**config.mk**
```make
export PLATFORM = sky130hd
export DESIGN_NAME = pmic_ctrl
export DESIGN_NICKNAME = d
export VERILOG_FILES = /design/src/verilog/pmic_pkg.sv /design/src/verilog/pmic_ctrl.sv /design/src/verilog/pmic_sync.sv
export SDC_FILE = /design/constraint.sdc
export NUM_CORES = 1
export LEC_CHECK = 0
export ABC_AREA = 1
export BUFFER_PORTS_ARGS = -buffer_cell sky130_fd_sc_hd__buf_2
export CORE_MARGIN = 4
export CORE_UTILIZATION = 40
export DETAILED_ROUTE_END_ITERATION = 10
export PLACE_DENSITY = 0.68
export SLEW_MARGIN = 25
export SYNTH_ARGS = -nofsm -noshare
export SYNTH_HDL_FRONTEND = slang
export SYNTH_SLANG_ARGS = --single-unit
```
**constraint.sdc**
```tcl
create_clock -name ref_clk -period 2.3 [get_ports ref_clk]
set_input_delay 0.69 -clock ref_clk [delete_from_list [all_inputs] [get_ports ref_clk]]
set_output_delay 0.69 -clock ref_clk [all_outputs]
set_load 0.02 [all_outputs]
```
**src/verilog/pmic_pkg.sv**
```systemverilog
package pmic_pkg;
  // register byte addresses
  localparam logic [7:0] IRQ_EN_OFS    = 8'h00;
  localparam logic [7:0] PWR_CTRL_OFS  = 8'h04;
  localparam logic [7:0] STATUS_OFS    = 8'h08;
  localparam logic [7:0] T2_FLAGS_OFS  = 8'h0C;
  // enable register fields
  localparam int GLOBAL_BIT   = 7;
  localparam int RSVD_BIT     = 6;
  localparam int TIMER2_BIT   = 5;
  localparam int SERIAL_BIT   = 4;
  localparam int TIMER1_BIT   = 3;
  localparam int EXT1_BIT     = 2;
  localparam int TIMER0_BIT   = 1;
  localparam int EXT0_BIT     = 0;
  // power control fields
  localparam int IDLE_REQ_BIT = 0;
  localparam int PD_REQ_BIT   = 1;
  // reset values
  localparam logic [7:0] IRQ_EN_RST   = 8'h00;
  // cycles of resumed execution after reset ends idle
  localparam int RESUME_CYCLES = 2;
  typedef enum logic [1:0] {
    PMIC_RUN  = 2'b00,
    PMIC_IDLE = 2'b01,
    PMIC_PD   = 2'b10
  } pmic_mode_t;
endpackage

```
**src/verilog/pmic_ctrl.sv**
```systemverilog
// The implementer's own choices: the APB slave port and the register addresses.
`timescale 1ns/1ps
module pmic_ctrl (
  // clock and reset
  input  wire logic        ref_clk,
  input  wire logic        rst_b,
  input  wire logic        clk_en,
  // apb slave
  input  wire logic        psel,
  input  wire logic        penable,
  input  wire logic        pwrite,
  input  wire logic [7:0]  paddr,
  input  wire logic [31:0] pwdata,
  output logic      [31:0] prdata,
  output logic             pready,
  output logic             pslverr,
  // oscillator and pins
  input  wire logic        osc_in,
  input  wire logic        hw_reset_pin,
  input  wire logic        ext_mem_mode,
  input  wire logic        ext0_pin,
  input  wire logic        ext1_pin,
  // interrupt sources from on-chip logic
  input  wire logic        timer0_req,
  input  wire logic        timer1_req,
  input  wire logic        serial_req,
  input  wire logic        timer2_overflow_set,
  input  wire logic        timer2_external_set,
  // cpu side
  input  wire logic        instr_done,
  input  wire logic        machine_cycle,
  input  wire logic        ram_wr_req,
  input  wire logic        addr_phase,
  input  wire logic        port0_drive_req,
  input  wire logic        ale_run,
  input  wire logic        prog_store_strobe_run,
  output logic             cpu_run,
  output logic             periph_clk_en,
  output logic             osc_enable,
  output logic             ram_wr_en,
  output logic             sfr_hold,
  output logic             sfr_reset,
  output logic             internal_clk,
  output logic [5:0]       irq_ack_req,
  output logic             addr_latch,
  output logic             prog_store_strobe,
  output logic             port0_oe,
  output logic             port2_addr_sel
);
  ////////////////////////////////////////////////////////////////////////////
  logic [7:0]  irq_en_ff;
  logic [1:0]  pwr_ctrl_ff;
  logic        timer2_overflow_flag_ff;
  logic        timer2_external_flag_ff;
  logic        osc_div_ff;
  logic [3:0]  pins_sync;
  logic        osc_s;
  logic        osc_prev_ff;
  logic        ext0_s;
  logic        ext1_s;
  logic        hw_reset_s;
  logic        reset_seen_ff;
  logic [1:0]  resume_cnt_ff;
  logic        resume_ff;
  pmic_pkg::pmic_mode_t mode_ff;
  pmic_pkg::pmic_mode_t nxt_mode;
  logic [5:0]  src_req;
  logic [5:0]  src_en;
  logic        any_enabled;
  logic        ext_enabled;
  logic        wr_acc;
  logic        rd_acc;
  logic        in_hold;

  pmic_sync #(
    .W(4)
  ) u_sync (
    .ref_clk  (ref_clk),
    .rst_b    (rst_b),
    .clk_en   (clk_en),
    .async_in ({osc_in, hw_reset_pin, ext1_pin, ext0_pin}),
    .sync_out (pins_sync)
  );
  assign ext0_s     = pins_sync[0];
  assign ext1_s     = pins_sync[1];
  assign hw_reset_s = pins_sync[2];
  assign osc_s      = pins_sync[3];

  ////////////////////////////////////////////////////////////////////////////
  // interrupt qualification
  always_comb begin
    src_req = {timer2_overflow_flag_ff | timer2_external_flag_ff,
               serial_req, timer1_req, ext1_s, timer0_req, ext0_s};
    src_en  = {irq_en_ff[pmic_pkg::TIMER2_BIT], irq_en_ff[pmic_pkg::SERIAL_BIT],
               irq_en_ff[pmic_pkg::TIMER1_BIT], irq_en_ff[pmic_pkg::EXT1_BIT],
               irq_en_ff[pmic_pkg::TIMER0_BIT], irq_en_ff[pmic_pkg::EXT0_BIT]};
  end
  assign any_enabled = irq_en_ff[pmic_pkg::GLOBAL_BIT] & (|(src_req & src_en));
  assign ext_enabled = irq_en_ff[pmic_pkg::GLOBAL_BIT] &
                       ((ext0_s & irq_en_ff[pmic_pkg::EXT0_BIT]) |
                        (ext1_s & irq_en_ff[pmic_pkg::EXT1_BIT]));

  always_ff @(posedge ref_clk) begin
    if (!rst_b) begin
      irq_ack_req <= 6'h00;
    end else if (clk_en) begin
      irq_ack_req <= irq_en_ff[pmic_pkg::GLOBAL_BIT] ? (src_req & src_en) : 6'h00;
    end
  end

  ////////////////////////////////////////////////////////////////////////////
  // apb slave, zero wait states
  assign in_hold = (mode_ff != pmic_pkg::PMIC_RUN);
  assign wr_acc  = psel & penable & pwrite & clk_en;
  assign rd_acc  = psel & penable & ~pwrite & clk_en;

  always_ff @(posedge ref_clk) begin
    if (!rst_b) begin
      pready  <= 1'b0;
      pslverr <= 1'b0;
      prdata  <= 32'h0000_0000;
    end else if (clk_en) begin
      pready  <= psel & ~penable;
      pslverr <= 1'b0;
      prdata  <= 32'h0000_0000;
      if (psel & ~penable & ~pwrite) begin
        case (paddr)
          pmic_pkg::IRQ_EN_OFS:   prdata <= {24'h000000, irq_en_ff};
          pmic_pkg::PWR_CTRL_OFS: prdata <= {30'h00000000, pwr_ctrl_ff};
          pmic_pkg::STATUS_OFS:   prdata <= {28'h0000000, resume_ff, 1'b0, mode_ff};
          pmic_pkg::T2_FLAGS_OFS: prdata <= {30'h00000000, timer2_external_flag_ff,
                                             timer2_overflow_flag_ff};
          default:                prdata <= 32'h0000_0000;
        endcase
      end
    end
  end

  // registers: hold while cpu sleeps, reload on reset
  always_ff @(posedge ref_clk) begin
    if (!rst_b || (clk_en && hw_reset_s)) begin
      irq_en_ff <= pmic_pkg::IRQ_EN_RST;
    end else if (clk_en && !in_hold && wr_acc && pready && paddr == pmic_pkg::IRQ_EN_OFS) begin
      irq_en_ff <= pwdata[7:0];
    end
  end

  always_ff @(posedge ref_clk) begin
    if (!rst_b || (clk_en && hw_reset_s)) begin
      pwr_ctrl_ff <= 2'b00;
    end else if (clk_en) begin
      if (wr_acc && pready && !in_hold && paddr == pmic_pkg::PWR_CTRL_OFS) begin
        pwr_ctrl_ff <= pwdata[1:0];
      end else if (mode_ff == pmic_pkg::PMIC_RUN && nxt_mode != pmic_pkg::PMIC_RUN) begin
        pwr_ctrl_ff <= 2'b00;
      end
    end
  end

  // timer 2 flags: hardware set wins over software clear
  always_ff @(posedge ref_clk) begin
    if (!rst_b || (clk_en && hw_reset_s)) begin
      timer2_overflow_flag_ff <= 1'b0;
      timer2_external_flag_ff <= 1'b0;
    end else if (clk_en) begin
      if (wr_acc && pready && paddr == pmic_pkg::T2_FLAGS_OFS) begin
        timer2_overflow_flag_ff <= pwdata[0] | timer2_overflow_set;
        timer2_external_flag_ff <= pwdata[1] | timer2_external_set;
      end else begin
        timer2_overflow_flag_ff <= timer2_overflow_flag_ff | timer2_overflow_set;
        timer2_external_flag_ff <= timer2_external_flag_ff | timer2_external_set;
      end
    end
  end

  ////////////////////////////////////////////////////////////////////////////
  // clock divider
  always_ff @(posedge ref_clk) begin
    if (!rst_b) begin
      osc_div_ff   <= 1'b0;
      osc_prev_ff  <= 1'b0;
      internal_clk <= 1'b0;
    end else if (clk_en) begin
      osc_prev_ff <= osc_s;
      // one toggle per rising oscillator edge outside power-down, so its duty cycle cannot matter
      if (osc_s && !osc_prev_ff && mode_ff != pmic_pkg::PMIC_PD) begin
        osc_div_ff <= ~osc_div_ff;
      end
      internal_clk <= osc_div_ff;
    end
  end

  ////////////////////////////////////////////////////////////////////////////
  // power mode machine
  always_comb begin
    nxt_mode = mode_ff;
    case (mode_ff)
      pmic_pkg::PMIC_RUN: begin
        if (instr_done && pwr_ctrl_ff[pmic_pkg::PD_REQ_BIT]) begin
          nxt_mode = pmic_pkg::PMIC_PD;
        end else if (instr_done && pwr_ctrl_ff[pmic_pkg::IDLE_REQ_BIT]) begin
          nxt_mode = pmic_pkg::PMIC_IDLE;
        end
      end
      pmic_pkg::PMIC_IDLE: begin
        if (any_enabled || hw_reset_s) begin
          nxt_mode = pmic_pkg::PMIC_RUN;
        end
      end
      pmic_pkg::PMIC_PD: begin
        if (ext_enabled || hw_reset_s) begin
          nxt_mode = pmic_pkg::PMIC_RUN;
        end
      end
      default: nxt_mode = pmic_pkg::PMIC_RUN;
    endcase
  end

  always_ff @(posedge ref_clk) begin
    if (!rst_b) begin
      mode_ff <= pmic_pkg::PMIC_RUN;
    end else if (clk_en) begin
      mode_ff <= nxt_mode;
    end
  end

  // resumed window after reset ends idle
  always_ff @(posedge ref_clk) begin
    if (!rst_b) begin
      resume_ff     <= 1'b0;
      resume_cnt_ff <= 2'b00;
      reset_seen_ff <= 1'b0;
    end else if (clk_en) begin
      reset_seen_ff <= 1'b0;
      if (mode_ff == pmic_pkg::PMIC_IDLE && hw_reset_s) begin
        resume_ff     <= 1'b1;
        resume_cnt_ff <= 2'(pmic_pkg::RESUME_CYCLES);
      end else if (resume_ff && machine_cycle) begin
        resume_cnt_ff <= resume_cnt_ff - 2'b01;
        if (resume_cnt_ff == 2'b01) begin
          resume_ff     <= 1'b0;
          reset_seen_ff <= 1'b1;
        end
      end
    end
  end

  ////////////////////////////////////////////////////////////////////////////
  // cpu and memory controls
  always_ff @(posedge ref_clk) begin
    if (!rst_b) begin
      cpu_run       <= 1'b0;
      periph_clk_en <= 1'b0;
      osc_enable    <= 1'b1;
      ram_wr_en     <= 1'b0;
      sfr_hold      <= 1'b0;
      sfr_reset     <= 1'b1;
    end else if (clk_en) begin
      cpu_run       <= (nxt_mode == pmic_pkg::PMIC_RUN);
      periph_clk_en <= (nxt_mode != pmic_pkg::PMIC_PD);
      osc_enable    <= (nxt_mode != pmic_pkg::PMIC_PD);
      ram_wr_en     <= ram_wr_req && nxt_mode == pmic_pkg::PMIC_RUN &&
                       !resume_ff && !hw_reset_s;
      sfr_hold      <= (nxt_mode != pmic_pkg::PMIC_RUN);
      sfr_reset     <= (hw_reset_s && !resume_ff && mode_ff != pmic_pkg::PMIC_IDLE) ||
                       reset_seen_ff;
    end
  end

  // pin states per mode
  always_ff @(posedge ref_clk) begin
    if (!rst_b) begin
      addr_latch        <= 1'b1;
      prog_store_strobe <= 1'b1;
      port0_oe          <= 1'b0;
      port2_addr_sel    <= 1'b0;
    end else if (clk_en) begin
      case (nxt_mode)
        pmic_pkg::PMIC_IDLE: begin
          addr_latch        <= 1'b1;
          prog_store_strobe <= 1'b1;
          port0_oe          <= !ext_mem_mode;
          port2_addr_sel    <= ext_mem_mode;
        end
        pmic_pkg::PMIC_PD: begin
          addr_latch        <= 1'b0;
          prog_store_strobe <= 1'b0;
          port0_oe          <= !ext_mem_mode;
          port2_addr_sel    <= 1'b0;
        end
        default: begin
          addr_latch        <= ale_run;
          prog_store_strobe <= prog_store_strobe_run;
          port0_oe          <= port0_drive_req;
          port2_addr_sel    <= ext_mem_mode & addr_phase;
        end
      endcase
    end
  end

  ////////////////////////////////////////////////////////////////////////////
  a_global_gate: assert property (@(posedge ref_clk) disable iff (!rst_b)
    clk_en && !irq_en_ff[pmic_pkg::GLOBAL_BIT] |=> irq_ack_req == 6'h00)
    else $error("ack without global enable");

  a_timer_no_pd_wake: assert property (@(posedge ref_clk) disable iff (!rst_b)
    clk_en && mode_ff == pmic_pkg::PMIC_PD && !ext_enabled && !hw_reset_s
    |=> mode_ff == pmic_pkg::PMIC_PD)
    else $error("power-down left without cause");

  a_idle_wake: assert property (@(posedge ref_clk) disable iff (!rst_b)
    clk_en && mode_ff == pmic_pkg::PMIC_IDLE && any_enabled |=> mode_ff == pmic_pkg::PMIC_RUN)
    else $error("idle not left on interrupt");

  a_pd_strobes: assert property (@(posedge ref_clk) disable iff (!rst_b)
    clk_en && mode_ff == pmic_pkg::PMIC_PD ##1 clk_en && mode_ff == pmic_pkg::PMIC_PD
    |-> !addr_latch && !prog_store_strobe)
    else $error("strobes not low in power-down");

  a_pd_osc_off: assert property (@(posedge ref_clk) disable iff (!rst_b)
    clk_en && nxt_mode == pmic_pkg::PMIC_PD |=> !osc_enable && !cpu_run)
    else $error("oscillator runs in power-down");

  a_pd_priority: assert property (@(posedge ref_clk) disable iff (!rst_b)
    clk_en && mode_ff == pmic_pkg::PMIC_RUN && instr_done && (&pwr_ctrl_ff)
    |=> mode_ff == pmic_pkg::PMIC_PD)
    else $error("power-down lost priority");

  a_resume_ram: assert property (@(posedge ref_clk) disable iff (!rst_b)
    clk_en && resume_ff |=> !ram_wr_en)
    else $error("ram written in resume window");

  a_idle_periph: assert property (@(posedge ref_clk) disable iff (!rst_b)
    clk_en && nxt_mode == pmic_pkg::PMIC_IDLE |=> periph_clk_en && !cpu_run)
    else $error("idle clocks wrong");

  a_hold_regs: assert property (@(posedge ref_clk) disable iff (!rst_b)
    clk_en && mode_ff == pmic_pkg::PMIC_IDLE && !hw_reset_s |=> $stable(irq_en_ff))
    else $error("enable register changed in idle");
endmodule

```
**src/verilog/pmic_sync.sv**
```systemverilog
`timescale 1ns/1ps
module pmic_sync #(
  parameter int W = 1
) (
  // clock
  input  wire logic         ref_clk,
  input  wire logic         rst_b,
  input  wire logic         clk_en,
  // data
  input  wire logic [W-1:0] async_in,
  output logic      [W-1:0] sync_out
);
  logic [W-1:0] s1_ff;
  logic [W-1:0] s2_ff;
  logic [W-1:0] s3_ff;

  // a change counts once the second and third stage agree
  always_ff @(posedge ref_clk) begin
    if (!rst_b) begin
      s1_ff    <= '0;
      s2_ff    <= '0;
      s3_ff    <= '0;
      sync_out <= '0;
    end else if (clk_en) begin
      s1_ff <= async_in;
      s2_ff <= s1_ff;
      s3_ff <= s2_ff;
      for (int i = 0; i < W; i++) begin
        if (s2_ff[i] == s3_ff[i]) begin
          sync_out[i] <= s3_ff[i];
        end
      end
    end
  end
endmodule
```
* Word level (Yosys, flattened, before mapping)
Cells that the tools add are included.
Storage, ports and cells: flip-flop bits (word level) 86, input bits 63, output and inout port bits 51, logic and storage cells 140
Cells by class: $add $sub $neg 1, equality and inequality tests 15, mux-type cells 24, bitwise operators 20, reduce and logical (&&, ||, !) cells 49
Operator list (count):
- 8-bit case mux with 4 select lines | 1
- 1-bit logical AND | 21
- 8-bit by 4-bit == test with 1-bit output (second input constant) | 2
- 2-bit 2-to-1 mux | 8
- 2-bit AND reduction | 7
- 1-bit AND | 10
- 2-bit nonzero test | 5
- 1-bit 2-to-1 mux | 9
- 8-bit by 3-bit == test with 1-bit output (second input constant) | 1
- 8-bit logical NOT | 1
- 8-bit 2-to-1 mux | 1
- 6-bit AND | 1
- 2-bit by 1-bit == test with 1-bit output (second input constant) | 3
- 1-bit logical NOT | 6
- 6-bit 2-to-1 mux | 1
- 1-bit bitwise OR | 6
- 1-bit case mux with 2 select lines | 3
- 2-bit case mux with 3 select lines | 1
- 6-bit OR reduction | 1
- 1-bit == test | 4
- 2-bit == test (second input constant) | 2
- 2-bit logical NOT | 2
- 1-bit logical OR | 4
- 2-bit inequality test (second input constant) | 2
- other kinds (5) | 7

* Logic depth before layout (Yosys ltp)
depth after elaboration 11, gate-level depth with buffers 12, mapped depth without buffers 12

* Modules after synthesis
A second synthesis with hierarchy kept.
Second synthesis, totals: cells, all modules 406, area total of the unflattened synthesis 2947.8 sq um
By module, submodules not included:
- pmic_ctrl | times used 1, cells each 328, area each 2313.5 sq um, sequential area each 920.9 sq um
- pmic_sync | times used 1, cells each 78, area each 634.4 sq um, sequential area each 320.3 sq um

* Worst setup path after synthesis
No wires, ideal clock.
kind input port to flip-flop, start point input paddr[1], end point register irq_en_ff[3], library setup time 67 ps, arrival time 1652 ps, data required time 2233 ps, path slack 581 ps, cell stages on the path 6, path buffers 0, cells stage by stage or2_4 > nor4_4 > nand2_4 > clkinv_2 > nand2_2 > a21oi_2
Between the ends: cells in the longest elaborated chain, start to end 2
RTL lines:
- from (decl) | line pmic_ctrl.sv:12 | input wire logic [7:0] paddr,
- 8-bit logical NOT | line pmic_ctrl.sv:143 | end else if (clk_en && !in_hold && wr_acc && pready && paddr == pmic_pkg::IRQ_EN_OFS) begin
- 1-bit logical AND | line pmic_ctrl.sv:143
- to (signal assigned) | line pmic_ctrl.sv:142 | irq_en_ff <= pmic_pkg::IRQ_EN_RST;
- to (signal assigned) | line pmic_ctrl.sv:144 | irq_en_ff <= pwdata[7:0];
- to (decl) | line pmic_ctrl.sv:51 | logic [7:0] irq_en_ff;
No other way between the ends. A chain may end at the register's enable or synchronous reset.

* Worst setup path after layout
start point input paddr[1], end point register prdata[0]
Between the ends: cells in the longest elaborated chain, start to end 3, elaborated cells between the ends (all ways) 6, classes of those cells eq/ne (3); mux (2); reduce/logical (1)
RTL lines:
- 8-bit by 4-bit == test with 1-bit output (tied with other cells) | line pmic_ctrl.sv:127 | case (paddr)
- 8-bit case mux with 4 select lines (*) | line pmic_ctrl.sv:127
- 8-bit 2-to-1 mux (*) | line pmic_ctrl.sv:126 | if (psel & ~penable & ~pwrite) begin
- to (signal assigned) | line pmic_ctrl.sv:128 | pmic_pkg::IRQ_EN_OFS: prdata <= {24'h000000, irq_en_ff};
- to (signal assigned) | line pmic_ctrl.sv:129 | pmic_pkg::PWR_CTRL_OFS: prdata <= {30'h00000000, pwr_ctrl_ff};
- to (signal assigned) | line pmic_ctrl.sv:130 | pmic_pkg::STATUS_OFS: prdata <= {28'h0000000, resume_ff, 1'b0, mode_ff};
- to (decl) | line pmic_ctrl.sv:14 | output logic [31:0] prdata,
Mark *: on every way between the ends. The rest lies on a longest branch, timed or not.

==> run_results.csv <==
group,metric,value,unit
power,peakVddDrop,0.474,mV
clock_tree,clockRootBuffer,"clkbuf_8",
floorplanning,core_area,6760,sq um
clock_tree,cts_hold_buffers,0,
critical_path,slowest_stage,"nor4_1",
status,outcome,"completed",
power,p_total,2.40,mW
critical_path,max_stage_delay,0.48,ns
timing,hold_viol,0,
power,p_leak,1.58,nW
timing,slew_headroom,63.5,%
grt,antenna_found_initial,0,
timing,finalSetupViolCount,0,
place,io_buffers,64,
timing,postLayoutSetupSlackWorst,0.649,ns
floorplanning,die_y,91.2,um
place,hpwl,5080,um
grt,grt-ovfl-total,0,
final_layout,syn2layout_area_growth,19.8,%
min_path,holdPathStages,2,
clock_tree,cts.clk_slew.worst_paths,0.07,ns
final_layout,drive_above_1_share,23.0,%
route,drc,0,
logic_synthesis,syn_inst,378,
place,post-place-ws,0.320,ns
clock_tree,cts_max_path_buffers,2,
grt,grtUsageTotal,16.9,%
critical_path,path_common_cell,"nand2_1",
logic_synthesis,synth_area,2770,sq um
clock_tree,htreeDepth,3,
clock_tree,clock_latency,0.34,ns
clock_tree,clock_sinks,62,
critical_path,path_buf_inv,1,
logic_synthesis,syn_area_per_cell,7.33,sq um
logic_synthesis,yosysTopAreaCellShare,44.8,%
route,first_pass_iters,4,
clock_tree,cts_setup_buffers,0,
critical_path,cp_max_fo,4,
critical_path,crit_path_start_kind,"input port",
critical_path,r2r-end,"sfr_hold",
timing,final_max_slew_viol_count,0,
min_path,min_path_type,"register to register",
grt,grt_pass1_wl,11200,um
timing,setup_tns,0,ns
critical_path,ff2ff_setup_slack,0.72,ns
final_layout,nNetsFinal,512,
timing,period_share,71.8,%
critical_path,cp_data_required_time,2.58,ns
critical_path,critical_path.top_delay_family,"simple AND/OR/NAND/NOR gates",
logic_synthesis,ys_top_cells_by_area,"dfxtp_1, nand2_1, nor2_1",
clock_tree,cts_buffers,9,
timing,clock.fmax,606,MHz
logic_synthesis,synth-seq-cells,62,
power,p_per_area,724,nW/um^2
flow_run,drv_cap,0,
final_layout,diodes,0,
floorplanning,die_w,91.2,um
logic_synthesis,synth_top_area_cell,"dfxtp_1",
route,wl_per_cell,12.7,um
critical_path,crit_chain,"buf_2 > or2_4 > nor4_1 > nand2_1 > nand4_1 > nand2_1 > a21oi_1",
route,initialDrtViolationCount,112,
critical_path,timing.rr.start,"irq_en_ff[7]",
clock_tree,tritoncts,"done",
timing,skew,0.00784,ns
floorplanning,start_util,41.0,%
route,ant_nets,0,
critical_path,critPathCaptureType,"register",
min_path,hold_path_end,"prdata[5]",
route,totalWireLength,6790,um
grt,grt_max_degree,26,
logic_synthesis,yosys.cell_types.count,33,
route,routed-via-count,2551,
timing,worst_pin_slew,0.542,ns
critical_path,rr_worst_depth,9,
place,gp_congestion,0.849,
route,via_per_inst,4.79,
grt,grt_pass1_vias,2400,
floorplanning,num_io_pins,114,
clock_tree,cts_resized,0,
floorplanning,die_area,8320,sq um
critical_path,path_class,"input port to register",
min_path,hp-start,"irq_en_ff[5]",
timing,rsz0062_at_grt,"false",
logic_synthesis,ys_warn_count,0,
floorplanning,fp-row-count,30,
critical_path,crit_arrival,1.93,ns
timing,fin_crit,1.65,ns
logic_synthesis,yosysSeqAreaShare,44.8,%
## cell type report
cell class | count | area (sq um)
Fill cell | 687 | 3440
Multi-Input combinational cell | 269 | 1250
Sequential cell | 62 | 1240
Timing Repair Buffer | 72 | 380
Inverter | 34 | 129
Clock buffer | 10 | 128
Tap cell | 80 | 100
Clock inverter | 6 | 86.3
## state kept, by name, indices dropped and copies added, names as in the netlist, 2 cells and up
register and cells:
u_sync.sync_out 4, irq_ack_req 6, u_sync.s2_ff 4, prdata 8
u_sync.s1_ff 4, resume_cnt_ff 2, u_sync.s3_ff 4, mode_ff 2
irq_en_ff 8, pwr_ctrl_ff 2
## metrics by stage
stage / cells / cell area [sq um] / hold slack, ns / utilization (%)
6_report: 533 / 3320 / 0.461 / 49.1
5_1_grt: 533 / 3320 / 0.490 / 49.1
4_1_cts: 533 / 3320 / 0.464 / 49.1
3_5_place_dp: 517 / 3110 / 0.450 / 46.0
3_3_place_gp: 517 / 3110 / 0.446 / 46.0
2_1_floorplan: 402 / 2860 / 0.439 / -
## layer usage
layer | routed length, um | track usage (%) | vias to the layer above | share of wire (%)
met5 | 0 | 0 | - | 0
li1 | - | - | 1308 | -
met2 | 3240 | 27.5 | 76 | 48
met3 | 374 | 4.81 | 13 | 5.5
met4 | 125 | 6.66 | 0 | 1.8
met1 | 3050 | 20.9 | 1154 | 45
## synthesized netlist by cell type (all sizes together)
cell type	instances
o21ai	29
inv	31
nand2	88
or2	1
xor2	1
nor3	3
a21oi	35
nor2	55
a311oi	1
a211oi	1
o211ai	6
buf	29
clkinv	3
conb	1
o21bai	2
clkbuf	8
a22oi	3
nand3	8
nor4	5
ha	1
nand4	5
dfxtp	62
## worst max-delay path by stage
stage,cells after the start,from,slack (ns),end
final,7,paddr[1],0.65,prdata[0]
after global routing,8,irq_en_ff[7],0.52,ram_wr_en
after CTS,7,paddr[1],0.68,prdata[1]
after detailed placement,7,paddr[1],0.32,prdata[1]
after global placement,7,paddr[1],0.32,prdata[1]
after floorplan,6,paddr[1],0.58,irq_en_ff[3]
## worst reg2reg max path, stage by stage, from the launching register on
cell and delay (ns):
dfxtp_1 0.44, nand3_1 0.18, nand4_1 0.13, nand2_1 0.09, nor2_2 0.20, inv_2 0.10
nor2_1 0.14, inv_1 0.08, o211ai_1 0.08, inv_1 0.05
## cell usage in the layout (no fill, tap or decap), types with 7 or more instances in the layout
cell	count
inv_1	24
a21oi_1	34
dfxtp_1	62
o21ai_0	23
inv_2	7
buf_4	8
nand2_1	86
nor2_1	54
buf_2	64
conb_1	25
nand3_1	8
clkbuf_8	9
## where the power goes
part	switching (mW)	internal [mW]	total (mW)
Sequential	0.0195	1.11	1.13
Combinational	0.165	0.0766	0.242
Clock	0.428	0.608	1.04
## kinds of logic after synthesis
family          count (synthesis)  share of synthesized area (%)
compound gates                 77                           15.4
xor+xnor                        1                          0.316
fa+ha+maj                       1                          0.452
buf+inv                        71                           13.1
flops                          62                           44.8
other cells                     1                          0.135
simple gates                  165                           25.7
Power figures use the tool's default switching activity.
